<file path="src/hdl/trig_pkg.sv">
// Package for the acquisition trigger control: register map, fields, resets.
// Assumes a 32-bit APB register bus on pclk.
package trig_pkg;
	localparam logic [7:0] ADDR_CTRL   = 8'h00;
	localparam logic [7:0] ADDR_LEVEL  = 8'h04;
	localparam logic [7:0] ADDR_POSTCNT = 8'h08;
	localparam logic [7:0] ADDR_STATUS = 8'h0c;
	localparam logic [7:0] ADDR_IRQ_ST = 8'h10;
	localparam logic [7:0] ADDR_IRQ_MSK = 8'h14;
	localparam logic [7:0] ADDR_SWTRIG = 8'h18;

	localparam int CTRL_MODE_LSB = 0;
	localparam int CTRL_SRC_LSB  = 4;
	localparam int CTRL_POL_BIT  = 8;
	localparam int CTRL_EN_BIT   = 12;

	localparam int CNT_W   = 16;
	localparam int LEVEL_W = 8;
	localparam int FLAG_BIT = 3;

	localparam logic [CNT_W-1:0]   POSTCNT_RST = 16'h0000;
	localparam logic [LEVEL_W-1:0] LEVEL_RST   = 8'h80;
	localparam logic [2:0]         IRQ_RST     = 3'h0;

	localparam int IRQ_TRIG = 0;
	localparam int IRQ_CAPT = 1;
	localparam int IRQ_DONE = 2;

	typedef enum logic [2:0] {
		mode_software        = 3'b000,
		mode_post            = 3'b001,
		mode_pre             = 3'b010,
		delayed_capture_mode = 3'b011,
		mode_middle          = 3'b100
	} trig_mode_t;

	typedef enum logic [2:0] {
		source_analog_input_0 = 3'b000,
		source_analog_input_1 = 3'b001,
		source_analog_input_2 = 3'b010,
		source_analog_input_3 = 3'b011,
		source_external       = 3'b100
	} trig_src_t;

	typedef enum logic [1:0] {
		st_idle    = 2'b00,
		st_armed   = 2'b01,
		st_counting = 2'b10,
		st_done    = 2'b11
	} acq_state_t;
endpackage

</file>
<file path="src/hdl/slope_detect.sv">
// Slope detector for one trigger source: compares samples to the level.
// Assumes samples arrive one per clock, synchronous to pclk.
`timescale 1ns/1ns
module slope_detect
	import trig_pkg::*;
#(
	parameter int W = 8
) (
	input  wire logic         pclk,
	input  wire logic         presetn,
	input  wire logic [W-1:0] sample,
	input  wire logic [W-1:0] level,
	input  wire logic         falling,
	output logic              hit
);
	typedef struct packed {
		logic above;
		logic valid;
	} sd_state_t;

	sd_state_t s_q;
	sd_state_t s_d;
	logic      above_now;

	always_comb begin
		above_now = (sample >= level);
		s_d = s_q;
		s_d.above = above_now;
		s_d.valid = 1'b1;
		// Crossing from below to at/above, or the reverse when falling
		hit = s_q.valid && (falling ? (s_q.above && !above_now)
		                            : (!s_q.above && above_now));
	end

	always_ff @(posedge pclk or negedge presetn) begin
		if (!presetn) begin
			s_q <= '0;
		end else begin
			s_q <= s_d;
		end
	end
endmodule

</file>
<file path="src/hdl/trig_ctrl.sv">
// Acquisition trigger control: mode, source, slope, level, post-trigger counter.
// Assumes APB slave on pclk; samples and external trigger synchronous to pclk.
// Function
// - Five modes: software, post, pre, delayed and middle trigger.
// - Source is analog input 0 to 3 or the external digital input.
// - Polarity 0 fires on rising slope, 1 on falling slope.
// - Analog threshold is an 8-bit level code used by the comparator.
// - Writing the post-trigger count loads the down-counter immediately.
// - After trigger, counter decrements by one each sampling clock edge.
// - Counter stops and holds at zero.
// - Delayed mode: counter sets delay from trigger to capture start.
// - Middle mode: counter sets samples captured after trigger.
// - Each 16-bit sample word carries trigger-detected flag in bit 3.
`timescale 1ns/1ns
module trig_ctrl
	import trig_pkg::*;
#(
	parameter int SAMPLE_W = 16
) (
	input  wire logic                pclk,
	input  wire logic                presetn,
	input  wire logic                psel,
	input  wire logic                penable,
	input  wire logic                pwrite,
	input  wire logic [7:0]          paddr,
	input  wire logic [31:0]         pwdata,
	output logic      [31:0]         prdata,
	output logic                     pready,
	output logic                     pslverr,
	input  wire logic [LEVEL_W-1:0]  ain_0,
	input  wire logic [LEVEL_W-1:0]  ain_1,
	input  wire logic [LEVEL_W-1:0]  ain_2,
	input  wire logic [LEVEL_W-1:0]  ain_3,
	input  wire logic                ext_trig,
	input  wire logic [SAMPLE_W-1:0] sample_in,
	output logic      [SAMPLE_W-1:0] sample_out,
	output logic                     capture_en,
	output logic                     irq
);
	typedef struct packed {
		trig_mode_t         mode;
		trig_src_t          src;
		logic               pol;
		logic               enable;
		logic [LEVEL_W-1:0] level;
		logic [CNT_W-1:0]   cnt;
		acq_state_t         state;
		logic               trig_seen;
		logic               ext_prev;
		logic [2:0]         irq_st;
		logic [2:0]         irq_msk;
		logic [31:0]        rdata;
		logic [SAMPLE_W-1:0] sample;
		logic               capture;
	} tc_state_t;

	tc_state_t s_q;
	tc_state_t s_d;

	logic [3:0]         ch_hit;
	logic [LEVEL_W-1:0] ain [4];
	logic               wr;
	logic               rd;
	logic               mapped;
	logic               sw_fire;
	logic               src_hit;
	logic               fire;
	logic [2:0]         ev;

	assign ain[0] = ain_0;
	assign ain[1] = ain_1;
	assign ain[2] = ain_2;
	assign ain[3] = ain_3;

	// One comparator per analog channel keeps history across source changes
	for (genvar i = 0; i < 4; i++) begin : g_ch
		slope_detect #(
			.W(LEVEL_W)
		) u_det (
			.pclk    (pclk),
			.presetn (presetn),
			.sample  (ain[i]),
			.level   (s_q.level),
			.falling (s_q.pol),
			.hit     (ch_hit[i])
		);
	end

	assign wr      = psel && penable && pwrite;
	assign rd      = psel && !penable && !pwrite;
	assign pready  = 1'b1;
	assign pslverr = psel && penable && !mapped;
	assign prdata  = s_q.rdata;
	assign sample_out = s_q.sample;
	assign capture_en = s_q.capture;
	assign irq     = |(s_q.irq_st & s_q.irq_msk);

	always_comb begin
		case (paddr)
			ADDR_CTRL, ADDR_LEVEL, ADDR_POSTCNT, ADDR_STATUS,
			ADDR_IRQ_ST, ADDR_IRQ_MSK, ADDR_SWTRIG: mapped = 1'b1;
			default: mapped = 1'b0;
		endcase
	end

	assign sw_fire = wr && (paddr == ADDR_SWTRIG) && pwdata[0];

	always_comb begin
		case (s_q.src)
			source_analog_input_0: src_hit = ch_hit[0];
			source_analog_input_1: src_hit = ch_hit[1];
			source_analog_input_2: src_hit = ch_hit[2];
			source_analog_input_3: src_hit = ch_hit[3];
			source_external: src_hit = s_q.pol ? (s_q.ext_prev && !ext_trig)
			                                   : (!s_q.ext_prev && ext_trig);
			default: src_hit = 1'b0;
		endcase
	end

	// Software mode ignores the hardware source entirely
	assign fire = (s_q.mode == mode_software) ? sw_fire : src_hit;

	always_comb begin
		s_d = s_q;
		ev  = 3'b000;
		s_d.ext_prev = ext_trig;

		case (s_q.state)
			st_idle: begin
				s_d.capture = 1'b0;
				if (s_q.enable) begin
					s_d.state     = st_armed;
					s_d.trig_seen = 1'b0;
					// Pre and middle modes record history while waiting
					s_d.capture = (s_q.mode == mode_pre) || (s_q.mode == mode_middle);
				end
			end
			st_armed: begin
				if (!s_q.enable) begin
					s_d.state   = st_idle;
					s_d.capture = 1'b0;
				end else if (fire) begin
					s_d.trig_seen = 1'b1;
					ev[IRQ_TRIG]  = 1'b1;
					case (s_q.mode)
						mode_software, mode_post: begin
							s_d.capture = 1'b1;
							ev[IRQ_CAPT] = 1'b1;
							s_d.state = st_counting;
						end
						mode_pre: begin
							// History ends at the trigger, but the count still runs down
							s_d.capture = 1'b0;
							s_d.state = st_counting;
							ev[IRQ_DONE] = 1'b1;
						end
						delayed_capture_mode: begin
							s_d.capture = 1'b0;
							s_d.state = st_counting;
						end
						mode_middle: begin
							s_d.capture = 1'b1;
							s_d.state = st_counting;
						end
						default: s_d.state = st_idle;
					endcase
				end
			end
			st_counting: begin
				if (!s_q.enable) begin
					s_d.state   = st_idle;
					s_d.capture = 1'b0;
				end else if (s_q.cnt != '0) begin
					s_d.cnt = s_q.cnt - 1'b1;
				end else begin
					// Counter sits at zero; no reload here
					case (s_q.mode)
						delayed_capture_mode: begin
							s_d.capture = 1'b1;
							ev[IRQ_CAPT] = 1'b1;
							s_d.state = st_done;
						end
						mode_middle: begin
							s_d.capture = 1'b0;
							ev[IRQ_DONE] = 1'b1;
							s_d.state = st_done;
						end
						default: s_d.state = st_done;
					endcase
				end
			end
			st_done: begin
				if (!s_q.enable) begin
					s_d.state   = st_idle;
					s_d.capture = 1'b0;
				end
			end
			default: s_d.state = st_idle;
		endcase

		// Sample word tagged with trigger flag
		s_d.sample = sample_in;
		s_d.sample[FLAG_BIT] = s_q.trig_seen;

		if (wr) begin
			case (paddr)
				ADDR_CTRL: begin
					s_d.mode   = trig_mode_t'(pwdata[CTRL_MODE_LSB +: 3]);
					s_d.src    = trig_src_t'(pwdata[CTRL_SRC_LSB +: 3]);
					s_d.pol    = pwdata[CTRL_POL_BIT];
					s_d.enable = pwdata[CTRL_EN_BIT];
				end
				ADDR_LEVEL:   s_d.level = pwdata[LEVEL_W-1:0];
				ADDR_POSTCNT: s_d.cnt = pwdata[CNT_W-1:0];
				ADDR_IRQ_MSK: s_d.irq_msk = pwdata[2:0];
				default: ;
			endcase
		end

		// New events win over a write-one clear in the same cycle
		if (wr && (paddr == ADDR_IRQ_ST)) begin
			s_d.irq_st = (s_q.irq_st & ~pwdata[2:0]) | ev;
		end else begin
			s_d.irq_st = s_q.irq_st | ev;
		end

		if (rd) begin
			case (paddr)
				ADDR_CTRL: s_d.rdata = {19'h0, s_q.enable, 3'h0, s_q.pol,
				                        1'b0, s_q.src, 1'b0, s_q.mode};
				ADDR_LEVEL:   s_d.rdata = {24'h0, s_q.level};
				ADDR_POSTCNT: s_d.rdata = {16'h0, s_q.cnt};
				ADDR_STATUS:  s_d.rdata = {28'h0, s_q.capture, s_q.trig_seen, s_q.state};
				ADDR_IRQ_ST:  s_d.rdata = {29'h0, s_q.irq_st};
				ADDR_IRQ_MSK: s_d.rdata = {29'h0, s_q.irq_msk};
				default:      s_d.rdata = 32'h0;
			endcase
		end
	end

	always_ff @(posedge pclk or negedge presetn) begin
		if (!presetn) begin
			s_q.mode      <= mode_software;
			s_q.src       <= source_analog_input_0;
			s_q.pol       <= 1'b0;
			s_q.enable    <= 1'b0;
			s_q.level     <= LEVEL_RST;
			s_q.cnt       <= POSTCNT_RST;
			s_q.state     <= st_idle;
			s_q.trig_seen <= 1'b0;
			s_q.ext_prev  <= 1'b0;
			s_q.irq_st    <= IRQ_RST;
			s_q.irq_msk   <= IRQ_RST;
			s_q.rdata     <= 32'h0;
			s_q.sample    <= '0;
			s_q.capture   <= 1'b0;
		end else begin
			s_q <= s_d;
		end
	end
endmodule

</file>
<file path="config.mk">
export PLATFORM = sky130hd
export DESIGN_NAME = trig_ctrl
export DESIGN_NICKNAME = d
export VERILOG_FILES = /design/src/hdl/trig_pkg.sv /design/src/hdl/slope_detect.sv /design/src/hdl/trig_ctrl.sv
export SDC_FILE = /design/constraint.sdc
export NUM_CORES = 1
export LEC_CHECK = 0
export BUFFER_PORTS_ARGS = -buffer_cell sky130_fd_sc_hd__buf_4
export CORE_MARGIN = 8
export CORE_UTILIZATION = 40
export CTS_BUF_LIST = sky130_fd_sc_hd__clkbuf_8
export DETAILED_ROUTE_END_ITERATION = 12
export PLACE_DENSITY = 0.74
export SYNTH_ARGS = -nofsm -noshare
export SYNTH_HDL_FRONTEND = slang
export SYNTH_SLANG_ARGS = --single-unit
</file>
<file path="constraint.sdc">
create_clock -name pclk -period 4.15 [get_ports pclk]
set_input_delay 0.2075 -clock pclk [delete_from_list [all_inputs] [get_ports pclk]]
set_output_delay 0.2075 -clock pclk [all_outputs]
set_load 0.01 [all_outputs]
</file>
Word level (Yosys, flattened, before mapping)
Cells that the tools add are included.
Widths: inputs -> output; s select.
Operators by class
  add/sub/neg operators: 1
  $lt $le $gt $ge: 4
  eq/ne operators: 25
  multiplexer cells: 44
  bitwise operators: 5
  reduce and logical (&&, ||, !) cells: 54
Operators with widths (number)
  $pmux 16 s6: 1
  $mux 16: 5
  $ge 8x8->1: 4
  $eq 8x5->1 const B: 3
  $logic_and 1x1->1: 22
  $mux 1: 19
  $eq 8x4->1 const B: 2
  $reduce_bool 16->1: 1
  $sub 16x1->16 const B: 1
  $mux 3: 5
  $mux 2: 7
  $logic_not 1->1: 13
  $eq 3x2->1 const B: 4
  $eq 8x3->1 const B: 1
  $logic_not 8->1: 1
  $ne 2x2->1 const B: 4
  $pmux 2 s4: 1
  $reduce_and 4->1: 2
  $reduce_or 7->1: 1
  $and 3x3->3: 2
  $eq 3x1->1 const B: 2
  $eq 3x3->1 const B: 2
  $logic_not 3->1: 2
  $ne 3x3->1 const B: 2
  18 further kinds: 26
Storage, ports and cells
  register bits: 96
  input port bits: 94
  output and inout bits: 52
  logic and storage cells: 152

Depth between registers and ports, before layout
Gate-level depths: netlist (run 1).
  word-level depth: 12
  depth in mapped cells: 10
  gate-level depth less buffers: 10

Cells and area by module
Synthesis (run 1) repeated with hierarchy kept, for this count alone.
Second synthesis, totals
  cell total of the unflattened synthesis: 535
  area, all modules: 5106.1 um2
Modules (own cells, without submodules)
  trig_ctrl: times used 1, cells each 403, area an instance 4010.1 um2, sequential area each 1878.1 um2
  slope_detect: times used 4, cells each 33, area an instance 274.0 um2, sequential area each 50.0 um2

Worst setup path before layout (run 1)
No wires, ideal clock.
  kind: reg-to-reg
  from: reg s_q[75] (netlist name)
  to: reg s_q[58] (netlist bit)
  setup time: 0.126 ns
  data arrival time: 2.639 ns
  slack: 1.385 ns
  cell stages (with the launch flop): 10
  path buffers: 0
  path through: dfrtp_1 > ha_1 > nand2b_1 > a2111oi_2 > nor3_1 > or4b_1 > a31oi_1 > nor4_4 > o211a_1 > a311o_1
Between the ends
  cells in the longest elaborated chain, start to end: 9
  elaborated cells between the ends (all ways): 28
  classes of those cells: order compare: 4; eq/ne: 1; mux: 6; reduce/logical: 17
RTL lines
  $ge 8x8->1: RTL line slope_detect.sv:26  | above_now = (sample >= level);
  $logic_not 1->1: RTL line slope_detect.sv:31  | hit = s_q.valid && (falling ? (s_q.above && !above_now)
  $logic_and 1x1->1: RTL line slope_detect.sv:31
  $mux 1: RTL line slope_detect.sv:31
  $logic_and 1x1->1: RTL line slope_detect.sv:31
  $pmux 1 s5 (*): RTL line trig_ctrl.sv:109  | case (s_q.src)
  $mux 1 (*): RTL line trig_ctrl.sv:121  | assign fire = (s_q.mode == mode_software) ? sw_fire : src_hit;
  $ne 3x3->1 (no source line) (*)
  $reduce_and 4->1 (no source line) (*)
  to (decl): RTL line trig_ctrl.sv:57  | tc_state_t s_q;
Every way passes the cells marked *; elsewhere a longest branch is shown, timed or not.
A chain may end at the register's enable or synchronous reset.

==> results_dict.tcl, run 1 <==
set metrics [dict create \
    status "completed" \
    clk_path_buf_depth 2 \
    fmax_mhz 321 \
    ant_nets 0 \
    place_congestion 0.878 \
    relSlewSlack 0.345 \
    cts_made_buffers 9 \
    first_iter_violations 301 \
    synth_cell_type_count 59 \
    netlist_area_um2 4870 \
    rrSetupSlack_ns 1.04 \
    endpoint_kind "flop" \
    antenna_found_initial 0 \
    numPortBuffers 111 \
    yosysMostFrequentCell "dfrtp_1" \
    wl_met2_mm 5.63 \
    p_int_w 0.00125 \
    r2r_start "s_q[75]" \
    wl_met3_mm 1.13 \
    syn_avg_cell_area_um2 9.50 \
    cts-resized-gates 0 \
    synth-warning-count 0 \
    worst_slack_ns 1.04 \
    wl_met1_mm 5.50 \
    hp-class "input pin to asynchronous set/reset pin" \
    dieWidth_um 126 \
    clkPwrFrac 0.351 \
    rows 40 \
    path_max_fanout 6 \
    fin_crit_ns 3.11 \
    maxSlewViolCount 0 \
    switching_share 0.274 \
    io_pins 146 \
    peakVddDrop_mv 0.140 \
    max_stage_delay_ns 0.54 \
    leakagePower_nw 2.65 \
    drive_gt1_frac 0.254 \
    grt-ovfl-total 0 \
    async_flop_share 1.00 \
    drv_cap 0 \
    routed.top_layer "met4" \
    synth_cells 513 \
    powerDensity_nw_per_um2 292 \
    setup_viol 0 \
    grt_max_degree 81 \
    hold_violations 0 \
    cp-startpoint "s_q[75]" \
    worstPathCellList "ha_1 -> nand2b_1 -> a2111oi_2 -> nor3_1 -> or4b_1 -> a31oi_1 -> nor4_4 -> o21ai_1 -> o221ai_1" \
    syn_to_final_growth_pct 21.1 \
    critical_path.startpoint_type "flop" \
    first_global_vias 4099 \
    path_class "flop to flop" \
    fillCellCount 1099 \
    start_util 0.407 \
    multi_input_area_um2 2410 \
    comb_power_share 0.162 \
    ys_seq_area_frac 0.411 \
    place_ws_ns 1.09 \
    worstPathRequired_ns 4.35 \
    synth_edf_count 0 \
    cts_root_buf "clkbuf_8" \
    holdWs_ns 0.0114 \
    synth_top_area_frac 0.406 \
    yosys-top-cells-count "79 x dfrtp_1, 60 x nand2_1, 49 x buf_4, 38 x ha_1, 31 x nor2_1" \
    worst_slew_pin_slew_ns 0.983 \
    fin_crit_sh 0.750 \
    p_sw_w 0.000472 \
    htreeDepth 3 \
    clk_latency_ns 0.35 \
    drc 0 \
    synth_top_area_cell "dfrtp_1" \
    ctsHoldBuffers 16 \
    wire_per_inst_um 16.6 \
    die_h_um 126 \
    cts_tree "yes" \
    n_antenna_cell 0 \
    die-area_um2 16000 \
    via_count 4009 \
    ys_ff_latch 80 \
    postCtsSetupRepairBufs 0 \
    dp_hpwl_mm 9.65 \
    cp_slowest_cell "or4b_1" \
    path_clk_slew_ns 0.09 \
    final_util 0.493 \
    crit_family "compound AO/OA/AOI/OAI gates" \
    viasPerCell 5.32 \
    rsz0062_at_grt "no" \
    gr-usage-all-layers 0.159 \
    core-area_um2 12000 \
    total_power_w 0.00172 \
    pwr-share-seq 0.487 \
    fin_skew_ns 0.0130 \
    wl_mm 12.5 \
    finish.net_count 734 \
    setup_tns_ns 0 \
    cp.buffers_inverters 0 \
    seqCellArea_um2 2000 \
    critPathArrivalTime_ns 3.32 \
    synth_flop_cell "dfrtp_1" \
    drt-pass1-iter-count 8 \
    synth.area.top_cells "dfrtp_1 41%, ha_1 9.8%, buf_4 7.6%, nand2_1 4.6%, mux2_2 3.7%" \
    grt_pass1_wl_mm 20.6 \
    cts_sinks 80 \
]
==> area by class of cell <==
class,count,area share
multi-input combinational,359,0.408
sequential,80,0.340
timing repair buffer,129,0.171
tap,147,0.0312
clock buffer,10,0.0233
inverter,23,0.0146
clock inverter,6,0.0123
==> state kept, by name, summed over array words and instances, names as in the netlist <==
register / cells
capture_en: 1
g_ch.u_det.s_q: 5
prdata: 16
s_d: 1
sample_out: 16
s_q: 41
==> path summary, 6_finish.rpt <==
check,endpoint,cells after the start
worst min register to register,sample_out[3],0
max in group asynchronous,s_q[54],1
worst max register to register,s_q[54],9
worst min-delay path,prdata[14],1
min in group pclk,s_q[69],3
worst max-delay path,s_q[54],9
==> cell usage in the layout (no fill, tap or decap), drive strengths merged, types with 3 or more instances in the layout <==
cell type    instances
nor4                 6
dfrtp               79
a211oi               6
xor2                 7
a21oi               12
a222oi               4
inv                 26
nand2               60
and2                 6
and3                 7
mux2i                6
xnor2                7
ha                  38
nand3               18
nor3                 9
a22oi                6
or3                  4
buf                113
nor2b                3
nor2                31
nand4                5
a211o                3
dlygate4sd3         16
or4                  4
clkbuf              10
a221oi               3
mux2                16
conb                18
nand2b               4
o21ai               42
a31oi                8
==> cell families after synthesis <==
logic type,share of synthesized area
other,0.00154
buffers and inverters,0.107
AND/OR/NAND/NOR,0.167
flip-flops,0.411
multiplexers,0.0493
XOR/XNOR,0.0252
AO/OA/AOI/OAI,0.142
adder cells (fa/ha/maj),0.0976
==> through the flow <==
stage,area (um^2),cells
global route,5900,754
global placement,5530,722
detailed placement,5530,722
finish,5900,754
floorplan,4930,529
CTS,5900,754
==> power by group through the flow <==
stage | Clock, W | Combinational, W | Sequential [W]
after floorplan | 0 | 0.000168 | 0.000845
after global placement | 0 | 0.000259 | 0.000854
after detailed placement | 0 | 0.000267 | 0.000855
after CTS | 0.000622 | 0.000280 | 0.000839
after global routing | 0.000656 | 0.000312 | 0.000844
final | 0.000605 | 0.000280 | 0.000839
==> routing by layer <==
metal  vias to the layer above  GRT usage
met4                         0     0.0538
met1                      1870      0.202
li1                       1932          -
met5                         -          0
met3                        23     0.0499
met2                       184      0.249
Note: power is estimated with default switching activity, not from simulation.
==> inputs of run 2 (changes only) <==
PLACE_DENSITY = 0.76   (was 0.74)
clock period = 2.69 ns   (was 4.15 ns; I/O delays follow)
==> run 2 against run 1 <==
Against the previous run: the flow now finishes with violations (setup timing); sequential power is 54% higher; global-route usage rose by 1.7 points; largest cell class unchanged; sequential share of layout area down 2.5 points; fmax increased by 12%; die area unchanged; design area grew 7.8%; highest routed layer unchanged.
==> results_dict.tcl, run 2 (same netlist as run 1, synthesis figures left out) <==
set metrics [dict create \
    drv_cap 0 \
    first_iter_violations 330 \
    clk_latency_ns 0.36 \
    worstPathRequired_ns 2.99 \
    largest_reg_flops 41 \
    endpoint_kind "flop" \
    worst_slack_ns -0.0917 \
    grt_max_degree 81 \
    io_pins 146 \
    worstHoldPathCells 3 \
    relSlewSlack 0.317 \
    drive_gt1_frac 0.313 \
    placedInstanceArea_um2 5700 \
    worst_slew_pin_slew_ns 1.02 \
    first_global_vias 4460 \
    min_to "s_q[74]" \
    violations "setup timing" \
    total_power_w 0.00274 \
    rsz0062_at_grt "yes" \
    fin_skew_ns 0.00755 \
    viasPerCell 5.28 \
    cts_tree "yes" \
    leakagePower_nw 2.84 \
    crit_family "simple AND/OR/NAND/NOR gates" \
    critPathArrivalTime_ns 3.08 \
    hold_violations 0 \
    crit_path_frequent_cell "or4_4" \
    final_cell_mix "137 x buf_4, 79 x dfrtp_1, 60 x nand2_1" \
    peakVddDrop_mv 0.200 \
    rrSetupSlack_ns -0.09 \
    drt-pass1-iter-count 7 \
    path_clk_slew_ns 0.09 \
    start_util 0.407 \
    final_area_um2 6360 \
    reg2reg_depth 10 \
    clk_path_buf_depth 2 \
    hp-class "input pin to flop" \
    fin_crit_sh 1.03 \
    via_count 4169 \
    place_ws_ns -0.240 \
    path_class "flop to flop" \
    grt_pass1_wl_mm 22.7 \
    hp-start "pwdata[15]" \
    drc 0 \
    gr-usage-all-layers 0.176 \
    antenna_found_initial 0 \
    cts_sinks 80 \
    cp.buffers_inverters 1 \
    rows 40 \
    die_h_um 126 \
    max_stage_delay_ns 0.54 \
    status "finished with violations" \
    critical_path.startpoint_type "flop" \
    setup_viol 3 \
    path_max_fanout 2 \
    core-area_um2 12000 \
    worstPathCellList "inv_2 -> ha_4 -> or4_4 -> a21oi_4 -> o31ai_4 -> o32a_1 -> and3_4 -> or4_4 -> a31oi_1 -> o31a_1" \
    cts_made_buffers 9 \
    finish.net_count 769 \
    wl_mm 13.7 \
    grt-ovfl-total 0 \
    syn_to_final_growth_pct 30.5 \
    fmax_mhz 359 \
    place_congestion 0.893 \
    numPortBuffers 111 \
    ant_nets 0 \
    fillCellCount 1063 \
    final_common_cell "buf_4" \
    cp_slowest_cell "or4_4" \
    fin_crit_ns 2.78 \
    r2r_start "s_q[79]" \
    setup_tns_ns -0.150 \
    top_register "s_q" \
    maxSlewViolCount 0 \
    powerDensity_nw_per_um2 430 \
    die-area_um2 16000 \
    dp_hpwl_mm 10.2 \
    cts_root_buf "clkbuf_8" \
    n_antenna_cell 0 \
    wire_per_inst_um 17.3 \
    dieWidth_um 126 \
    htreeDepth 3 \
    timing.rr.end "s_q[57]" \
]
run 2: cell count changes in the layout (fill, tap and decap cells not counted), sizes merged:
cell	change
buf	+24
clkinv	+1
dlygate4sd3	+11
inv	-1
run 2: report_power, final:
| group | switching (W) | internal [W] |
|---|---|---|
| registers | 0.0000409 | 0.00125 |
| logic | 0.000249 | 0.000245 |
| clock network | 0.000482 | 0.000466 |
run 2: repair_timing:
| item | 4_1_cts | 5_1_grt |
|---|---|---|
| buffers inserted | 2 | 0 |
| pin swaps | 11 | 4 |
| resized for setup | 17 | 13 |
| hold buffers | 27 | 0 |
| setup endpoints to repair | 7 | 7 |
| hold endpoints to repair | 105 | 0 |
run 2: area by class of cell:
| type | count | area (um^2) | share of cell area |
|---|---|---|---|
| multi-input cells | 359 | 2580 | 0.405 |
| flip-flops and latches | 80 | 2000 | 0.315 |
| repair buffers | 164 | 1300 | 0.204 |
| well taps | 147 | 184 | 0.0289 |
| clock buffers | 10 | 138 | 0.0216 |
| inverters | 23 | 86.3 | 0.0136 |
| clock inverters | 6 | 73.8 | 0.0116 |
run 2: how the worst max path moves through the flow:
stage                  from      end  cells past startpoint
finish              s_q[79]  s_q[57]                     10
global route        s_q[77]  s_q[58]                     10
CTS                 s_q[79]  s_q[58]                     10
detailed placement  s_q[77]  s_q[58]                     10
global placement    s_q[77]  s_q[58]                     10
floorplan           s_q[82]  s_q[58]                      9
run 2: routing by layer:
layer,up-vias,wire length [um],global-route usage
met5,-,0,0
met4,0,233,0.0566
met3,20,899,0.0473
met2,162,6500,0.289
met1,1992,6030,0.219
li1,1995,-,-
run 2: stage by stage:
stage               hold WS [ns]  cells  utilization
floorplan                 -0.161    529            -
CTS                     0.000447    789        0.525
detailed placement         0.246    744        0.477
finish                    0.0132    789        0.532
global placement           0.245    744        0.477
global route              0.0174    789        0.532
run 2: worst reg2reg max path, delay by kind of cell, from the launching register on:
| family | cells | cell delay [ns] |
|---|---|---|
| AO/OA/AOI/OAI | 5 | 0.89 |
| adder cells (fa/ha/maj) | 1 | 0.16 |
| buffers and inverters | 1 | 0.07 |
| flip-flops | 1 | 0.38 |
| AND/OR/NAND/NOR | 3 | 1.24 |
==> inputs of run 3 (changes only) <==
CELL_PAD_IN_SITES_DETAIL_PLACEMENT = 0   (was default)
CELL_PAD_IN_SITES_GLOBAL_PLACEMENT = 2   (was default)
CORE_UTILIZATION = 34   (was 40)
PLACE_DENSITY = 0.95   (was 0.76)
clock period = 3.4 ns   (was 2.69 ns; I/O delays follow)
==> run 3 against run 2 <==
Against the previous run: the flow finishes with violations (hold timing); worst hold slack worse by 0.043 ns; non-clock buffer count is 33 lower; critical endpoint is now s_q[58]; routed wire length is 4.4% lower; final cell count stayed put.
==> results_dict.tcl, run 3 (same netlist as run 1, synthesis figures left out) <==
set metrics [dict create \
    worst_slew_pin_slew_ns 1.02 \
    fillCellCount 1390 \
    fin_crit_sh 0.910 \
    die-area_um2 18400 \
    final_util 0.426 \
    maxSlewViolCount 0 \
    holdWs_ns -0.0294 \
    hold_violations 42 \
    endpoint_kind "flop" \
    fin_skew_ns 0.00654 \
    first_global_vias 4118 \
    htreeDepth 3 \
    final_area_um2 5940 \
    viasPerCell 5.06 \
    drive_gt1_frac 0.255 \
    placedInstanceArea_um2 5580 \
    path_clk_slew_ns 0.09 \
    first_iter_violations 185 \
    dp_hpwl_mm 10.2 \
    grt_pass1_wl_mm 21.1 \
    critPathArrivalTime_ns 3.35 \
    setup_viol 0 \
    seqCellArea_um2 2000 \
    numPortBuffers 111 \
    die_h_um 136 \
    largest_reg_flops 41 \
    ant_nets 0 \
    dieWidth_um 136 \
    status "finished with violations" \
    rsz0062_at_grt "no" \
    postCtsSetupRepairBufs 0 \
    cts_root_buf "clkbuf_8" \
    path_max_fanout 4 \
    wl_mm 13.1 \
    grt_max_degree 81 \
    clk_latency_ns 0.37 \
    drc 0 \
    drt-pass1-iter-count 4 \
    rrSetupSlack_ns 0.31 \
    core-area_um2 13900 \
    cp-startpoint "s_q[77]" \
    peakVddDrop_mv 0.171 \
    cts_made_buffers 9 \
    setup_tns_ns 0 \
    fin_crit_ns 3.09 \
    fmax_mhz 323 \
    hp-class "input pin to asynchronous set/reset pin" \
    final_cell_mix "114 x buf_4, 79 x dfrtp_1, 60 x nand2_1" \
    relSlewSlack 0.318 \
    clk_path_buf_depth 2 \
    critical_path.startpoint_type "flop" \
    leakagePower_nw 2.65 \
    cts_sinks 80 \
    gr-usage-all-layers 0.142 \
    wire_per_inst_um 16.6 \
    cts_tree "yes" \
    timing.rr.end "s_q[58]" \
    worstPathRequired_ns 3.66 \
    multi_input_area_um2 2410 \
    finish.net_count 736 \
    reg2reg_depth 10 \
    n_antenna_cell 0 \
    drv_cap 0 \
    final_common_cell "buf_4" \
    place_congestion 0.856 \
    violations "hold timing" \
    grt-ovfl-total 0 \
    path_class "flop to flop" \
    powerDensity_nw_per_um2 346 \
    r2r_start "s_q[77]" \
    syn_to_final_growth_pct 21.9 \
    top_register "s_q" \
    io_pins 146 \
    start_util 0.350 \
    via_count 3994 \
    antenna_found_initial 0 \
    rows 43 \
]
run 3: cell count changes in the layout (fill, tap and decap cells not counted), sizes merged:
cell         delta
clkinv          -1
clkinvlp        +2
bufinv          -1
dlygate4sd3    -10
buf            -23
run 3: report_power, final:
part	internal [W]	switching, W
combinational	0.000169	0.000176
clock	0.000295	0.000392
sequential	0.000992	0.0000312
run 3: worst max path at each step:
| stage | depth (start not counted) | endpoint | slack, ns |
|---|---|---|---|
| 3_5_place_dp | 10 | s_q[58] | 0.35 |
| 3_3_place_gp | 9 | s_q[54] | 0.40 |
| 4_1_cts | 10 | s_q[58] | 0.33 |
| 2_1_floorplan | 9 | s_q[58] | 0.63 |
| 5_1_grt | 9 | s_q[54] | 0.11 |
| 6_report | 10 | s_q[58] | 0.31 |
run 3: per-layer routing:
layer	vias up	GRT usage	routed length, um
met4	0	0.0352	202
met2	138	0.223	5860
met5	-	0	0
met3	15	0.0449	1100
met1	1906	0.186	5900
li1	1935	-	-
run 3: critical path, stage by stage, from the launching register on:
cell and delay [ns]:
dfrtp_1 0.40, inv_1 0.13, ha_1 0.26, a211o_1 0.29, a31oi_1 0.28, o311ai_1 0.18
mux2i_1 0.16, a211o_1 0.36, nor4_4 0.39, o21ai_1 0.16, a311o_1 0.37
run 3: what timing repair did:
action | 4_1_cts | 5_1_grt
resized for setup | 0 | 0
hold buffers | 17 | 0
endpoints found under the hold margin | 17 | 0
run 3: final cells by class:
cell class | count | share of cell area
Sequential cell | 80 | 0.337
Clock inverter | 6 | 0.00885
Tap cell | 180 | 0.0379
Timing Repair Buffer | 131 | 0.173
Multi-Input combinational cell | 359 | 0.405
Clock buffer | 10 | 0.0232
Inverter | 23 | 0.0145
run 3: per-stage QoR:
stage | setup slack [ns] | hold WS [ns] | cells | power, W
finish | 0.307 | -0.0294 | 789 | 0.00206
global route | 0.105 | 0.00548 | 789 | 0.00216
CTS | 0.325 | 0.00163 | 789 | 0.00208
detailed placement | 0.353 | 0.281 | 756 | 0.00137
global placement | 0.398 | 0.281 | 756 | 0.00136
floorplan | 0.635 | -0.126 | 529 | 0.00124
